File: src/verilog/spims_pkg.sv
package spims_pkg;
  // ---------------------------------------------
  // register indices, byte address is index * 4
  // ---------------------------------------------
  localparam logic [7:0] IDX_CONTROL = 8'h10;
  localparam logic [7:0] IDX_STATUS = 8'h11;
  localparam logic [7:0] IDX_DATA = 8'h12;
  // ---------------------------------------------
  // field positions
  // ---------------------------------------------
  localparam int C_RXIE = 7;
  localparam int C_MSTR = 5;
  localparam int C_CLOCK_POLARITY_BIT = 4;
  localparam int C_CLOCK_PHASE_BIT = 3;
  localparam int C_SPE = 1;
  localparam int C_TXIE = 0;
  localparam int S_RXF = 7;
  localparam int S_OVR = 6;
  localparam int S_TXE = 3;
  // ---------------------------------------------
  // reset values and counts
  // ---------------------------------------------
  localparam logic [7:0] CTRL_RST = 8'h20;
  localparam logic [1:0] RATE_RST = 2'h0;
  localparam logic [7:0] BYTE_RST = 8'h00;
  localparam logic [4:0] EDGES_PER_BYTE = 5'h10;
  localparam logic [6:0] HALF_DIV2 = 7'h01;
  localparam logic [6:0] HALF_DIV8 = 7'h04;
  localparam logic [6:0] HALF_DIV32 = 7'h10;
  localparam logic [6:0] HALF_DIV128 = 7'h40;
  localparam logic [1:0] RESP_OKAY = 2'h0;
  localparam logic [1:0] RESP_SLVERR = 2'h2;
  // ---------------------------------------------
  // transfer states
  // ---------------------------------------------
  typedef enum logic [0:0] {
    SPIMS_IDLE = 1'b0,
    SPIMS_RUN = 1'b1
  } spims_state_type;
  function automatic logic [6:0] half_cycles(input logic [1:0] rate);
    case (rate)
      2'h0: half_cycles = HALF_DIV2;
      2'h1: half_cycles = HALF_DIV8;
      2'h2: half_cycles = HALF_DIV32;
      default: half_cycles = HALF_DIV128;
    endcase
  endfunction : half_cycles
endpackage : spims_pkg

File: src/verilog/spims_core.sv
// Our own choice: register access over AXI4-Lite.
module spims_core
  import spims_pkg::*;
#(
  parameter int ADDR_W = 12
)
(
  // clock, reset, enable
  input wire logic aclk,
  input wire logic aresetn,
  input wire logic ce,
  // axi4-lite write
  input wire logic [ADDR_W-1:0] s_axi_awaddr,
  input wire logic s_axi_awvalid,
  output logic s_axi_awready,
  input wire logic [31:0] s_axi_wdata,
  input wire logic [3:0] s_axi_wstrb,
  input wire logic s_axi_wvalid,
  output logic s_axi_wready,
  output logic [1:0] s_axi_bresp,
  output logic s_axi_bvalid,
  input wire logic s_axi_bready,
  // axi4-lite read
  input wire logic [ADDR_W-1:0] s_axi_araddr,
  input wire logic s_axi_arvalid,
  output logic s_axi_arready,
  output logic [31:0] s_axi_rdata,
  output logic [1:0] s_axi_rresp,
  output logic s_axi_rvalid,
  input wire logic s_axi_rready,
  // serial pins
  input wire logic sclk_in,
  output logic sclk_out,
  output logic sclk_oe_n,
  input wire logic mosi_in,
  output logic mosi_out,
  output logic mosi_oe_n,
  input wire logic miso_in,
  output logic miso_out,
  output logic miso_oe_n,
  input wire logic ss_n_in,
  // interrupt requests
  output logic irq_rx_full,
  output logic irq_tx_empty
);
  // ---------------------------------------------
  // declarations
  // ---------------------------------------------
  spims_state_type state_q;
  logic [7:0] ctrl_q;
  logic [1:0] rate_q;
  logic [7:0] txsh_q, rxsh_q, txbuf_q, hold_q, rx_data_q;
  logic rxf_q, ovr_q, txe_q, arm_q;
  logic [4:0] edge_q;
  logic [6:0] div_q;
  logic sclk_q;
  logic [2:0] sck_s_q, ss_s_q, mosi_s_q, miso_s_q;
  logic sck_f_q, ss_f_q, mosi_f_q, miso_f_q;
  logic sck_d_q, ss_d_q;
  logic awready_q, wready_q, bvalid_q, arready_q, rvalid_q;
  logic [1:0] bresp_q, rresp_q;
  logic [31:0] rdata_q;
  logic sclk_oe_n_q, mosi_oe_n_q, miso_oe_n_q, irq_rx_q, irq_tx_q;
  logic mstr, module_enable_bit, clock_phase_bit, clock_polarity_bit, m_on;
  logic wr_go, rd_go, wr_dr, wr_cr, wr_sr, rd_dr, rd_sr;
  logic [7:0] wr_byte, wr_idx, rd_idx;
  logic s_sel, s_chg, s_lead, s_trail, ss_fall, s_start;
  logic m_tick, lead, trail, ev, smp, shf, done, abort, din;
  logic load_now, m_start, clr;
  logic [7:0] rx_byte;

  // ---------------------------------------------
  // control decode
  // ---------------------------------------------
  assign mstr = ctrl_q[C_MSTR];
  assign module_enable_bit = ctrl_q[C_SPE];
  assign clock_phase_bit = ctrl_q[C_CLOCK_PHASE_BIT];
  assign clock_polarity_bit = ctrl_q[C_CLOCK_POLARITY_BIT];
  assign m_on = mstr & module_enable_bit;
  assign wr_idx = s_axi_awaddr[9:2];
  assign rd_idx = s_axi_araddr[9:2];
  assign wr_byte = s_axi_wdata[7:0];
  assign wr_go = awready_q & s_axi_awvalid & wready_q & s_axi_wvalid;
  assign rd_go = arready_q & s_axi_arvalid;
  assign wr_dr = wr_go & s_axi_wstrb[0] & (wr_idx == IDX_DATA);
  assign wr_cr = wr_go & s_axi_wstrb[0] & (wr_idx == IDX_CONTROL);
  assign wr_sr = wr_go & s_axi_wstrb[0] & (wr_idx == IDX_STATUS);
  assign rd_dr = rd_go & (rd_idx == IDX_DATA);
  assign rd_sr = rd_go & (rd_idx == IDX_STATUS);

  // ---------------------------------------------
  // input synchronisers
  // ---------------------------------------------
  always_ff @(posedge aclk)
  begin
    if (!aresetn)
    begin
      {sck_s_q, mosi_s_q, miso_s_q} <= 9'h000;
      {sck_f_q, mosi_f_q, miso_f_q, sck_d_q} <= 4'h0;
      {ss_s_q, ss_f_q, ss_d_q} <= 5'h1f;
    end
    else if (ce)
    begin
      sck_s_q <= {sck_s_q[1:0], sclk_in};
      ss_s_q <= {ss_s_q[1:0], ss_n_in};
      mosi_s_q <= {mosi_s_q[1:0], mosi_in};
      miso_s_q <= {miso_s_q[1:0], miso_in};
      if (sck_s_q[1] == sck_s_q[2])
        sck_f_q <= sck_s_q[2];
      if (ss_s_q[1] == ss_s_q[2])
        ss_f_q <= ss_s_q[2];
      if (mosi_s_q[1] == mosi_s_q[2])
        mosi_f_q <= mosi_s_q[2];
      if (miso_s_q[1] == miso_s_q[2])
        miso_f_q <= miso_s_q[2];
      sck_d_q <= sck_f_q;
      ss_d_q <= ss_f_q;
    end
  end

  // ---------------------------------------------
  // edge events
  // ---------------------------------------------
  always_comb
  begin
    s_sel = module_enable_bit & ~mstr & ~ss_f_q;
    s_chg = sck_f_q ^ sck_d_q;
    s_lead = s_sel & s_chg & (sck_f_q != clock_polarity_bit);
    s_trail = s_sel & s_chg & (sck_f_q == clock_polarity_bit);
    ss_fall = ss_d_q & ~ss_f_q;
    s_start = 1'b0;
    if (!mstr && module_enable_bit && state_q == SPIMS_IDLE)
      s_start = clock_phase_bit ? s_lead : (ss_fall & s_sel);
    m_tick = m_on & (state_q == SPIMS_RUN) & (div_q == 7'h00);
    lead = mstr ? (m_tick & (sclk_q == clock_polarity_bit)) : s_lead;
    trail = mstr ? (m_tick & (sclk_q != clock_polarity_bit)) : s_trail;
    ev = ((state_q == SPIMS_RUN) | s_start) & (lead | trail);
    smp = ev & (clock_phase_bit ? trail : lead);
    shf = ev & (clock_phase_bit ? (lead & (edge_q != 5'h00)) : trail);
    done = ev & (edge_q == EDGES_PER_BYTE - 5'h01);
    abort = (state_q == SPIMS_RUN) & (~module_enable_bit | (~mstr & ss_f_q));
    din = mstr ? miso_f_q : mosi_f_q;
    rx_byte = smp ? {rxsh_q[6:0], din} : rxsh_q;
    load_now = wr_dr & (state_q == SPIMS_IDLE) & ~s_start;
    m_start = wr_dr & m_on & (state_q == SPIMS_IDLE);
    clr = rd_dr & arm_q;
  end

  // ---------------------------------------------
  // transfer sequencing
  // ---------------------------------------------
  always_ff @(posedge aclk)
  begin
    if (!aresetn)
    begin
      state_q <= SPIMS_IDLE;
      {edge_q, div_q, sclk_q} <= 13'h0000;
    end
    else if (ce)
    begin
      case (state_q)
        SPIMS_IDLE:
        begin
          if (m_start || s_start)
            state_q <= SPIMS_RUN;
        end
        SPIMS_RUN:
        begin
          if (abort)
            state_q <= SPIMS_IDLE;
          else if (done && !(m_on && !txe_q))
            state_q <= SPIMS_IDLE;
        end
        default:
          state_q <= SPIMS_IDLE;
      endcase
      if (abort || done)
        edge_q <= 5'h00;
      else if (ev)
        edge_q <= edge_q + 5'h01;
      if (m_start || m_tick)
        div_q <= half_cycles(rate_q) - 7'h01;
      else if (div_q != 7'h00)
        div_q <= div_q - 7'h01;
      if (state_q != SPIMS_RUN || !m_on)
        sclk_q <= clock_polarity_bit;
      else if (m_tick)
        sclk_q <= ~sclk_q;
    end
  end

  // ---------------------------------------------
  // shift registers and transmit buffer
  // ---------------------------------------------
  always_ff @(posedge aclk)
  begin
    if (!aresetn)
    begin
      {txsh_q, rxsh_q, hold_q, txbuf_q} <= {4{BYTE_RST}};
      txe_q <= 1'b1;
    end
    else if (ce)
    begin
      if (load_now)
      begin
        txsh_q <= wr_byte;
        hold_q <= wr_byte;
      end
      else if (done && !txe_q)
      begin
        txsh_q <= txbuf_q;
        hold_q <= txbuf_q;
      end
      else if (done || abort)
        txsh_q <= hold_q;
      else if (shf)
        txsh_q <= {txsh_q[6:0], 1'b0};
      if (abort || done)
        rxsh_q <= BYTE_RST;
      else if (smp)
        rxsh_q <= {rxsh_q[6:0], din};
      if (wr_dr && !load_now)
        txbuf_q <= wr_byte;
      if (load_now)
        txe_q <= 1'b1;
      else if (wr_dr)
        txe_q <= 1'b0;
      else if (done)
        txe_q <= 1'b1;
    end
  end

  // ---------------------------------------------
  // receive register and flags
  // ---------------------------------------------
  always_ff @(posedge aclk)
  begin
    if (!aresetn)
    begin
      rx_data_q <= BYTE_RST;
      {rxf_q, ovr_q, arm_q} <= 3'h0;
    end
    else if (ce)
    begin
      if (rd_sr)
        arm_q <= rxf_q | ovr_q;
      else if (rd_dr)
        arm_q <= 1'b0;
      if (done && rxf_q && !clr)
        ovr_q <= 1'b1;
      else if (clr)
        ovr_q <= 1'b0;
      if (done && !(rxf_q && !clr))
      begin
        rx_data_q <= rx_byte;
        rxf_q <= 1'b1;
      end
      else if (clr)
        rxf_q <= 1'b0;
    end
  end

  // ---------------------------------------------
  // control registers
  // ---------------------------------------------
  always_ff @(posedge aclk)
  begin
    if (!aresetn)
    begin
      ctrl_q <= CTRL_RST;
      rate_q <= RATE_RST;
    end
    else if (ce)
    begin
      if (wr_cr)
        ctrl_q <= wr_byte;
      else if (wr_dr)
        ctrl_q[C_TXIE] <= 1'b0;
      if (wr_sr)
        rate_q <= wr_byte[1:0];
    end
  end

  // ---------------------------------------------
  // pin drivers and interrupt requests
  // ---------------------------------------------
  always_ff @(posedge aclk)
  begin
    if (!aresetn)
    begin
      {sclk_oe_n_q, mosi_oe_n_q, miso_oe_n_q} <= 3'h7;
      {irq_rx_q, irq_tx_q} <= 2'h0;
    end
    else if (ce)
    begin
      sclk_oe_n_q <= ~m_on;
      mosi_oe_n_q <= ~m_on;
      miso_oe_n_q <= ~s_sel;
      irq_rx_q <= rxf_q & ctrl_q[C_RXIE];
      irq_tx_q <= txe_q & ctrl_q[C_TXIE];
    end
  end

  // ---------------------------------------------
  // axi4-lite slave
  // ---------------------------------------------
  always_ff @(posedge aclk)
  begin
    if (!aresetn)
    begin
      {awready_q, wready_q, bvalid_q, arready_q, rvalid_q} <= 5'h00;
      bresp_q <= RESP_OKAY;
      rresp_q <= RESP_OKAY;
      rdata_q <= 32'h0000_0000;
    end
    else if (ce)
    begin
      awready_q <= s_axi_awvalid & s_axi_wvalid & ~awready_q & ~bvalid_q;
      wready_q <= s_axi_awvalid & s_axi_wvalid & ~awready_q & ~bvalid_q;
      if (wr_go)
      begin
        bvalid_q <= 1'b1;
        bresp_q <= (wr_idx == IDX_CONTROL || wr_idx == IDX_STATUS ||
                    wr_idx == IDX_DATA) ? RESP_OKAY : RESP_SLVERR;
      end
      else if (s_axi_bready)
        bvalid_q <= 1'b0;
      arready_q <= s_axi_arvalid & ~arready_q & ~rvalid_q;
      if (rd_go)
      begin
        rvalid_q <= 1'b1;
        rresp_q <= RESP_OKAY;
        case (rd_idx)
          IDX_CONTROL: rdata_q <= {24'h00_0000, ctrl_q};
          IDX_STATUS: rdata_q <= {24'h00_0000, rxf_q, ovr_q, 2'h0, txe_q, 1'b0, rate_q};
          IDX_DATA: rdata_q <= {24'h00_0000, rx_data_q};
          default:
          begin
            rdata_q <= 32'h0000_0000;
            rresp_q <= RESP_SLVERR;
          end
        endcase
      end
      else if (s_axi_rready)
        rvalid_q <= 1'b0;
    end
  end

  assign s_axi_awready = awready_q;
  assign s_axi_wready = wready_q;
  assign s_axi_bvalid = bvalid_q;
  assign s_axi_bresp = bresp_q;
  assign s_axi_arready = arready_q;
  assign s_axi_rvalid = rvalid_q;
  assign s_axi_rresp = rresp_q;
  assign s_axi_rdata = rdata_q;
  assign sclk_out = sclk_q;
  assign sclk_oe_n = sclk_oe_n_q;
  assign mosi_out = txsh_q[7];
  assign mosi_oe_n = mosi_oe_n_q;
  assign miso_out = txsh_q[7];
  assign miso_oe_n = miso_oe_n_q;
  assign irq_rx_full = irq_rx_q;
  assign irq_tx_empty = irq_tx_q;
endmodule : spims_core

File: config.mk
export PLATFORM = sky130hd
export DESIGN_NAME = spims_core
export DESIGN_NICKNAME = d
export VERILOG_FILES = /design/src/verilog/spims_pkg.sv /design/src/verilog/spims_core.sv
export SDC_FILE = /design/constraint.sdc
export NUM_CORES = 1
export LEC_CHECK = 0
export BUFFER_PORTS_ARGS = -buffer_cell sky130_fd_sc_hd__buf_2
export CAP_MARGIN = 20
export CORE_MARGIN = 3
export CORE_UTILIZATION = 49
export DETAILED_ROUTE_END_ITERATION = 6
export GPL_TIMING_DRIVEN = 0
export PLACE_DENSITY = 0.72
export SYNTH_ARGS = -nofsm -noshare
export SYNTH_HDL_FRONTEND = slang
export SYNTH_SLANG_ARGS = --single-unit
File: constraint.sdc
create_clock -name aclk -period 3.5 [get_ports aclk]
set_input_delay 0.7 -clock aclk [delete_from_list [all_inputs] [get_ports aclk]]
set_output_delay 0.7 -clock aclk [all_outputs]
set_load 0.01 [all_outputs]
==> results.yml, run 1 <==
synthesis:
  async_flop_share_pct: 0
  synthAdderAreaFrac_pct: 0.943
  yosysSeqAreaShare_pct: 39.2
  synth_top_area_share_pct: 39.2
  synth_edf_count: 0
  synth_mux_area_share_pct: 8.42
  synth_xor_area_share_pct: 0.495
  synth-simple-area-share_pct: 21.6
  synth-compound-area-share_pct: 21.0
  synth.lib_cells_used.distinct: 69
  ys_seq_elements: 104
  synth_flop_cell: "dfxtp_1"
  ys_top_cells_by_count: "104 x dfxtp_1, 88 x nor2_1, 69 x nand2_1"
  synth.avg_cell_area_um2: 8.20
  yosysMostFrequentCell: "dfxtp_1"
  synth_top_cells_by_area: "dfxtp_1 39%, mux2i_1 7.4%, nor2_1 6.2%"
  synth_top_family_by_area: "simple AND/OR/NAND/NOR gates"
  syn-instance-count: 647
  synth_top_area_cell: "dfxtp_1"
  ys_warn_count: 0
  synth_area_mm2: 0.00531
die:
  num_rows: 37
  die_x_um: 110
  top_level_ports: 121
  dieArea_mm2: 0.0121
  die_h_um: 110
  core_mm2: 0.0104
  start_util_pct: 50.9
clock_tree:
  htreeDepth: 3
  clk_latency_ns: 0.38
  hold_buffers: 0
  cts_tree: "yes"
  clkSinkCount: 104
  cts.path.max_buffers: 2
  clockRootBuffer: "clkbuf_8"
  cts_buffers: 9
  clk_pin_slew_worst_paths_ns: 0.10
sta:
  finalCritPeriodShare_pct: 92.3
  setup_violations: 0
  relSlewSlack_pct: 26.9
  tightest_slew_ns: 1.09
  fmax_mhz: 310
  period_needed_ns: 3.23
  hold_violations: 0
  setup_tns_ns: 0
  rsz0062_at_grt: "no"
  drv_slew: 0
  fin_skew_ns: 0.0136
route:
  num_vias: 4978
  ant_nets: 0
  wl_per_cell_um: 15.6
  drtIter0Drc: 470
  drc: 0
  drt-pass1-iter-count: 5
  wl_um: 13800
  vias_per_cell: 5.63
global_route:
  grt_antenna_before_repair: 0
  grt_pass1_vias: 4647
  grt_pass1_wl_um: 22100
  grt-ovfl-total: 0
  grtUsageTotal_pct: 23.3
  grt_max_degree: 18
setup_path:
  cp-start-kind: "input pin"
  r2r_slack_ns: 0.42
  ff2ff_path_depth: 11
  crit_path_end: "div_q[4]"
  required_ns: 3.81
  crit_path_start: "s_axi_awaddr[5]"
  worstPathArrival_ns: 3.54
  r2r-end: "hold_q[7]"
  path_max_fanout: 8
  r2r_start: "edge_q[0]"
  timing_worst_setup_path_type: "input pin to flop"
  end_kind: "flop"
final_layout:
  antenna_cells: 0
  drive_gt1_share_pct: 19.0
  fin_nets: 819
  design_area_mm2: 0.00616
  area_delta_synth_final_pct: 16.1
  utilization_pct: 59.2
power_and_ir_drop:
  irDropWorstVdd_mv: 0.233
  p_leak_nw: 2.35
  power.density_mw_per_mm2: 437
run_status:
  run_status: "completed"
placed_design:
  placed_area_mm2: 0.00587
  place_hpwl_um: 10300
  portBuffers: 58
  gp_congestion: 0.923
hold_path:
  worstHoldPathType: "flop to flop"
flow_run:
  max_cap_viol_count: 0
[sequential cells by signal, indices dropped and copies added (netlist names), 2 cells and up]
| name | flops |
|---|---|
| txbuf_q | 8 |
| edge_q | 5 |
| hold_q | 8 |
| div_q | 7 |
| rx_data_q | 8 |
| rxsh_q | 8 |
| s_axi_rdata | 8 |
| ss_s_q | 3 |
| txsh_q | 8 |
| sck_s_q | 3 |
| miso_s_q | 3 |
| mosi_s_q | 3 |
| rate_q | 2 |
| ctrl_q | 8 |
[where the power goes]
part / internal, mW / switching, mW
combinational: 0.184 / 0.269
clock: 0.548 / 0.422
sequential: 1.23 / 0.0441
[how the worst min path moves through the flow]
stage,start,endpoint,slack (ns),depth (start not counted)
6_report,irq_rx_full,irq_rx_full,0.47,2
5_1_grt,rxsh_q[7],rx_data_q[7],0.48,2
4_1_cts,irq_rx_full,irq_rx_full,0.47,2
3_5_place_dp,irq_rx_full,irq_rx_full,0.45,2
3_3_place_gp,mosi_s_q[2],mosi_f_q,0.44,2
2_1_floorplan,miso_s_q[2],miso_f_q,0.44,2
[critical path, stage by stage]
cell,delay (ns)
buf_2,0.09
or4b_4,0.58
nor4_4,0.39
nand2_1,0.16
a21o_1,0.20
clkbuf_1,0.19
nand2_1,0.11
ha_1,0.14
clkbuf_1,0.26
xor2_1,0.17
nor2_1,0.05
a211oi_1,0.22
o21ai_0,0.11
a21oi_1,0.15
[metrics by stage]
stage | cells | setup WS (ns) | total power [mW] | hold WS, ns
floorplan | 672 | 0.189 | 1.62 | 0.436
global placement | 866 | -0.389 | 1.73 | 0.444
detailed placement | 867 | -0.385 | 1.74 | 0.452
CTS | 883 | 0.00370 | 2.70 | 0.465
global route | 884 | 0.0545 | 2.82 | 0.483
finish | 884 | 0.270 | 2.69 | 0.466
[layout by cell type, fill, tap and decap left out, types with 9 or more instances in the layout]
master | synthesis | routed
dfxtp_1 | 104 | 104
nor2_1 | 88 | 88
nand2_1 | 69 | 69
buf_2 | 7 | 65
a21oi_1 | 45 | 45
mux2i_1 | 39 | 39
buf_4 | 30 | 32
o21ai_0 | 30 | 30
clkbuf_1 | 28 | 28
conb_1 | 1 | 26
nand3_1 | 22 | 22
nor3_1 | 12 | 12
a22oi_1 | 12 | 12
a31oi_1 | 10 | 10
a311oi_1 | 10 | 10
o31ai_1 | 10 | 10
nand2b_1 | 9 | 9
inv_1 | 9 | 9
clkbuf_8 | 0 | 9
[timing repair]
action / CTS / global route
buffers inserted: 0 / 1
resized for setup: 0 / 2
endpoints found under the setup margin: 0 / 3
[logic make-up after synthesis]
logic type,after synthesis
AND/OR/NAND/NOR,243
adder cells (fa/ha/maj),4
flip-flops,104
AO/OA/AOI/OAI,167
buffers and inverters,81
multiplexers,44
other,1
XOR/XNOR,3
[routing by layer]
layer,global-route usage (%),vias up,part of all wire (%)
li1,-,2454,-
met1,29.9,2303,44
met2,36.5,190,45
met3,5.59,31,7.3
met4,11.9,0,3.1
met5,0,-,0
[area by class of cell]
cell class,count,area (um2)
clock inverter,7,141
buffer,70,393
inverter,11,41.3
tap,136,170
fill,919,4250
sequential,104,2080
multi-input combinational,487,2910
clock buffer,9,124
timing repair buffer,60,305
(Power assumes the default switching activity.)
==> run 2: changes to the inputs <==
CORE_UTILIZATION = 58   (was 49)
PLACE_DENSITY = 0.81   (was 0.72)
clock period = 4.19 ns   (was 3.5 ns; I/O delays follow)
==> run 2 against run 1 <==
- critical path depth fell by 1
- first-iteration DRC count shrank 30%
- worst hold slack improved by 0.0024 ns
- global-route usage rose by 4.2 points
- clock power is 34% lower
- utilization grew 9.4 points
- total power down 22%
- setup slack gained 0.23 ns
- count of clock-buffer cells in the layout grew 1
- cell area decreased by 2.1%
- combinational power decreased by 15%
- critical endpoint unchanged
==> results.yml, run 2 (synthesized netlist as in run 1, its figures left out) <==
run_status:
  run_status: "completed"
setup_path:
  r2r-end: "div_q[4]"
  r2r_start: "div_q[3]"
  end_kind: "flop"
  ff2ff_path_depth: 12
  cp-start-kind: "input pin"
  crit_path_end: "div_q[4]"
  timing_worst_setup_path_type: "input pin to flop"
  path_max_fanout: 9
  crit_path_start: "s_axi_awaddr[5]"
  worstPathArrival_ns: 3.99
  r2r_slack_ns: 0.98
  required_ns: 4.49
sta:
  setup_slack_ns: 0.501
  fin_skew_ns: 0.0127
  fmax_mhz: 271
  holdWs_ns: 0.468
  setup_violations: 0
  hold_violations: 0
  drv_slew: 0
  finalCritPeriodShare_pct: 88.0
  rsz0062_at_grt: "no"
  period_needed_ns: 3.69
  relSlewSlack_pct: 25.1
  tightest_slew_ns: 1.11
  setup_tns_ns: 0
final_layout:
  layout_common_cells: "104 x dfxtp_1, 88 x nor2_1, 69 x nand2_1"
  fin_cells: 855
  fin_nets: 818
  final_common_cell: "dfxtp_1"
  area_delta_synth_final_pct: 13.7
  drive_gt1_share_pct: 18.7
  antenna_cells: 0
clock_tree:
  clk_latency_ns: 0.37
  cts_tree: "yes"
  cts.path.max_buffers: 2
  clk_pin_slew_worst_paths_ns: 0.10
  htreeDepth: 3
  post_cts_buffers: 0
  clockRootBuffer: "clkbuf_8"
  clkSinkCount: 104
  cts_buffers: 9
  hold_buffers: 0
  post_cts_resized: 0
flow_run:
  max_cap_viol_count: 0
global_route:
  grt_max_degree: 18
  grtUsageTotal_pct: 27.6
  grt-ovfl-total: 0
  grt_pass1_vias: 4594
  grt_antenna_before_repair: 0
  grt_pass1_wl_um: 22600
die:
  die_x_um: 102
  die_h_um: 102
  num_rows: 34
  core_mm2: 0.00881
  top_level_ports: 121
  dieArea_mm2: 0.0103
  start_util_pct: 60.3
route:
  num_vias: 5120
  drtIter0Drc: 331
  drt-pass1-iter-count: 5
  ant_nets: 0
  wl_per_cell_um: 16.4
  drc: 0
  vias_per_cell: 5.99
  wl_um: 14000
placed_design:
  portBuffers: 58
  place_hpwl_um: 10400
  gp_congestion: 0.896
  place_ws_ns: 0.137
  dp.cells: 839
power_and_ir_drop:
  p_leak_nw: 2.29
  power.density_mw_per_mm2: 346
  irDropWorstVdd_mv: 0.204
hold_path:
  worstHoldPathType: "flop to flop"
  min-delay-start: "irq_tx_empty"
## run 2: critical path, cell delays in order
cell and delay (ns):
buf_2 0.09, or4b_4 0.57, nor4_2 0.48, nand2_1 0.15
a21oi_2 0.39, mux2i_1 0.29, ha_1 0.17, clkbuf_1 0.27
xor2_1 0.18, nor2_1 0.06, a211oi_1 0.22, o21ai_0 0.11
a21oi_1 0.15
## run 2: power breakdown
part	total (mW)	internal, mW	switching (mW)
Combinational	0.386	0.153	0.233
Sequential	1.06	1.02	0.0372
Clock	0.641	0.280	0.361
## run 2: cell type report
class / instances / area (um2)
flip-flops and latches: 104 / 2080
clock inverters: 6 / 68.8
plain buffers: 70 / 393
inverters: 11 / 41.3
clock buffers: 10 / 128
well taps: 108 / 135
fillers: 760 / 2770
repair buffers: 59 / 298
multi-input cells: 487 / 2890
## run 2: worst min-delay path by stage
stage                        end  slack, ns  cells after the start
floorplan               miso_f_q       0.44                      2
global placement        mosi_f_q       0.44                      2
detailed placement  irq_tx_empty       0.45                      2
CTS                 irq_tx_empty       0.47                      2
global route            mosi_f_q       0.50                      2
finish              irq_tx_empty       0.47                      2
## run 2: through the flow
stage               util [%]  power [mW]  area (um2)
floorplan                  -        1.36        5400
global placement        66.2        1.45        5830
detailed placement      66.3        1.45        5840
CTS                     68.5        2.07        6030
global route            68.5        2.18        6030
finish                  68.5        2.09        6030
## run 2: layer usage
metal  vias to the layer above  share of wire, %  global-route usage, %
met2                       249                46                   44.4
li1                       2458                 -                      -
met4                         0               2.0                   8.79
met3                        34               8.1                   3.79
met1                      2379                44                   38.3
met5                         -                 0                      0
==> run 3: changes to the inputs <==
==> constraint.sdc (replaced) <==
create_clock -name aclk -period 4.19 [get_ports aclk]
set_input_delay 1.0475 -clock aclk [delete_from_list [all_inputs] [get_ports aclk]]
set_output_delay 1.0475 -clock aclk [all_outputs]
set_load 0.01 [all_outputs]
==> run 3 against run 2 <==
- critical path depth is the same
- count of clock-buffer cells in the layout is the same
- sequential power is essentially flat
- total power shrank 0.23%
- via count shrank 0.55%
- die area is the same
- flip-flop and latch count is the same
- largest power group unchanged
==> results.yml, run 3 (synthesized netlist as in run 1, its figures left out) <==
run_status:
  run_status: "completed"
final_layout:
  n_fill_cell: 761
  final_common_cell: "dfxtp_1"
  fin_cells: 855
  area_delta_synth_final_pct: 13.9
  utilization_pct: 68.6
  design_area_mm2: 0.00604
  layout_common_cells: "104 x dfxtp_1, 88 x nor2_1, 69 x nand2_1"
  drive_gt1_share_pct: 18.7
  antenna_cells: 0
  fin_nets: 818
die:
  die_h_um: 102
  start_util_pct: 60.3
  top_level_ports: 121
  core_mm2: 0.00881
  num_rows: 34
  dieArea_mm2: 0.0103
  die_x_um: 102
global_route:
  grt_pass1_wl_um: 22600
  grt_max_degree: 18
  grtUsageTotal_pct: 27.6
  grt_pass1_vias: 4594
  grt-ovfl-total: 0
  grt_antenna_before_repair: 0
placed_design:
  portBuffers: 58
  placed_area_mm2: 0.00584
  gp_congestion: 0.896
  place_hpwl_um: 10400
  dp.cells: 839
power_and_ir_drop:
  power.density_mw_per_mm2: 345
  irDropWorstVdd_mv: 0.203
  p_leak_nw: 2.29
setup_path:
  ff2ff_path_depth: 10
  crit_path_end: "div_q[4]"
  cp-start-kind: "input pin"
  worstPathArrival_ns: 4.15
  r2r_slack_ns: 1.04
  timing_worst_setup_path_type: "input pin to flop"
  end_kind: "flop"
  r2r-end: "hold_q[7]"
  required_ns: 4.49
  crit_path_start: "s_axi_awaddr[5]"
  r2r_start: "ctrl_q[1]"
  path_max_fanout: 9
clock_tree:
  cts_buffers: 9
  hold_buffers: 0
  clk_latency_ns: 0.37
  clockRootBuffer: "clkbuf_8"
  htreeDepth: 3
  cts.path.max_buffers: 2
  cts_tree: "yes"
  clk_pin_slew_worst_paths_ns: 0.10
  clkSinkCount: 104
sta:
  tightest_slew_ns: 1.13
  hold_violations: 0
  drv_slew: 0
  finalCritPeriodShare_pct: 92.0
  fin_skew_ns: 0.0169
  setup_tns_ns: 0
  fmax_mhz: 259
  setup_violations: 0
  holdWs_ns: 0.468
  relSlewSlack_pct: 24.3
  period_needed_ns: 3.86
  rsz0062_at_grt: "no"
route:
  drt-pass1-iter-count: 5
  vias_per_cell: 5.96
  ant_nets: 0
  top_layer: "met4"
  met1Wirelength_um: 5990
  wl_per_cell_um: 16.4
  dr_wl_met3_um: 1220
  wl_met2_um: 6490
  drtIter0Drc: 325
  drc: 0
  num_vias: 5092
  wl_um: 14000
flow_run:
  max_cap_viol_count: 0
hold_path:
  worstHoldPathType: "flop to flop"
==> run 3: cell counts in the layout (fill, tap and decap cells not counted) <==
Identical to the previous run, type by type.
==> run 3: metrics by stage <==
| stage | power [mW] | worst slack [ns] |
|---|---|---|
| after floorplan | 1.36 | 0.532 |
| after global routing | 2.18 | 0.00250 |
| after detailed placement | 1.45 | -0.0727 |
| after global placement | 1.45 | -0.0654 |
| final | 2.08 | 0.334 |
| after CTS | 2.07 | 0.317 |
==> run 3: where the power goes <==
part	total (mW)	switching [mW]	internal [mW]
Clock	0.637	0.357	0.280
Sequential	1.06	0.0364	1.02
Combinational	0.387	0.234	0.153
Total	2.08	0.627	1.46
==> run 3: routing by layer <==
layer,global-route usage (%),vias to the layer above
li1,-,2456
met1,38.3,2378
met2,44.4,235
met3,3.79,23
met4,8.79,0
met5,0,-
==> run 3: critical path: stages <==
cell and delay [ns]:
buf_2 0.09, or4b_4 0.57, nor4_2 0.49, nand2_1 0.19, a21oi_4 0.31, mux2i_1 0.27, ha_1 0.17, clkbuf_1 0.27
xor2_1 0.18, nor2_1 0.06, a211oi_1 0.22, o21ai_0 0.11, a21oi_1 0.15
==> run 3: timing repair <==
action	CTS	global route
setup buffers	0	0
setup endpoints to repair	0	1
resized for setup	0	1
==> run 3: worst min-delay path by stage <==
stage	from	endpoint	slack, ns	cells past startpoint
4_1_cts	irq_tx_empty	irq_tx_empty	0.47	2
2_1_floorplan	miso_s_q[2]	miso_f_q	0.44	2
3_5_place_dp	irq_tx_empty	irq_tx_empty	0.45	2
5_1_grt	mosi_s_q[2]	mosi_f_q	0.50	2
3_3_place_gp	mosi_s_q[2]	mosi_f_q	0.44	2
6_report	irq_tx_empty	irq_tx_empty	0.47	2
==> run 3: final cells by class <==
cell class / count / area (um2) / share of cell area (%)
buffer: 70 / 393 / 6.50
clock buffer: 10 / 128 / 2.11
clock inverter: 6 / 68.8 / 1.14
inverter: 11 / 41.3 / 0.683
multi-input combinational: 487 / 2900 / 47.9
sequential: 104 / 2080 / 34.5
tap: 108 / 135 / 2.24
timing repair buffer: 59 / 298 / 4.93
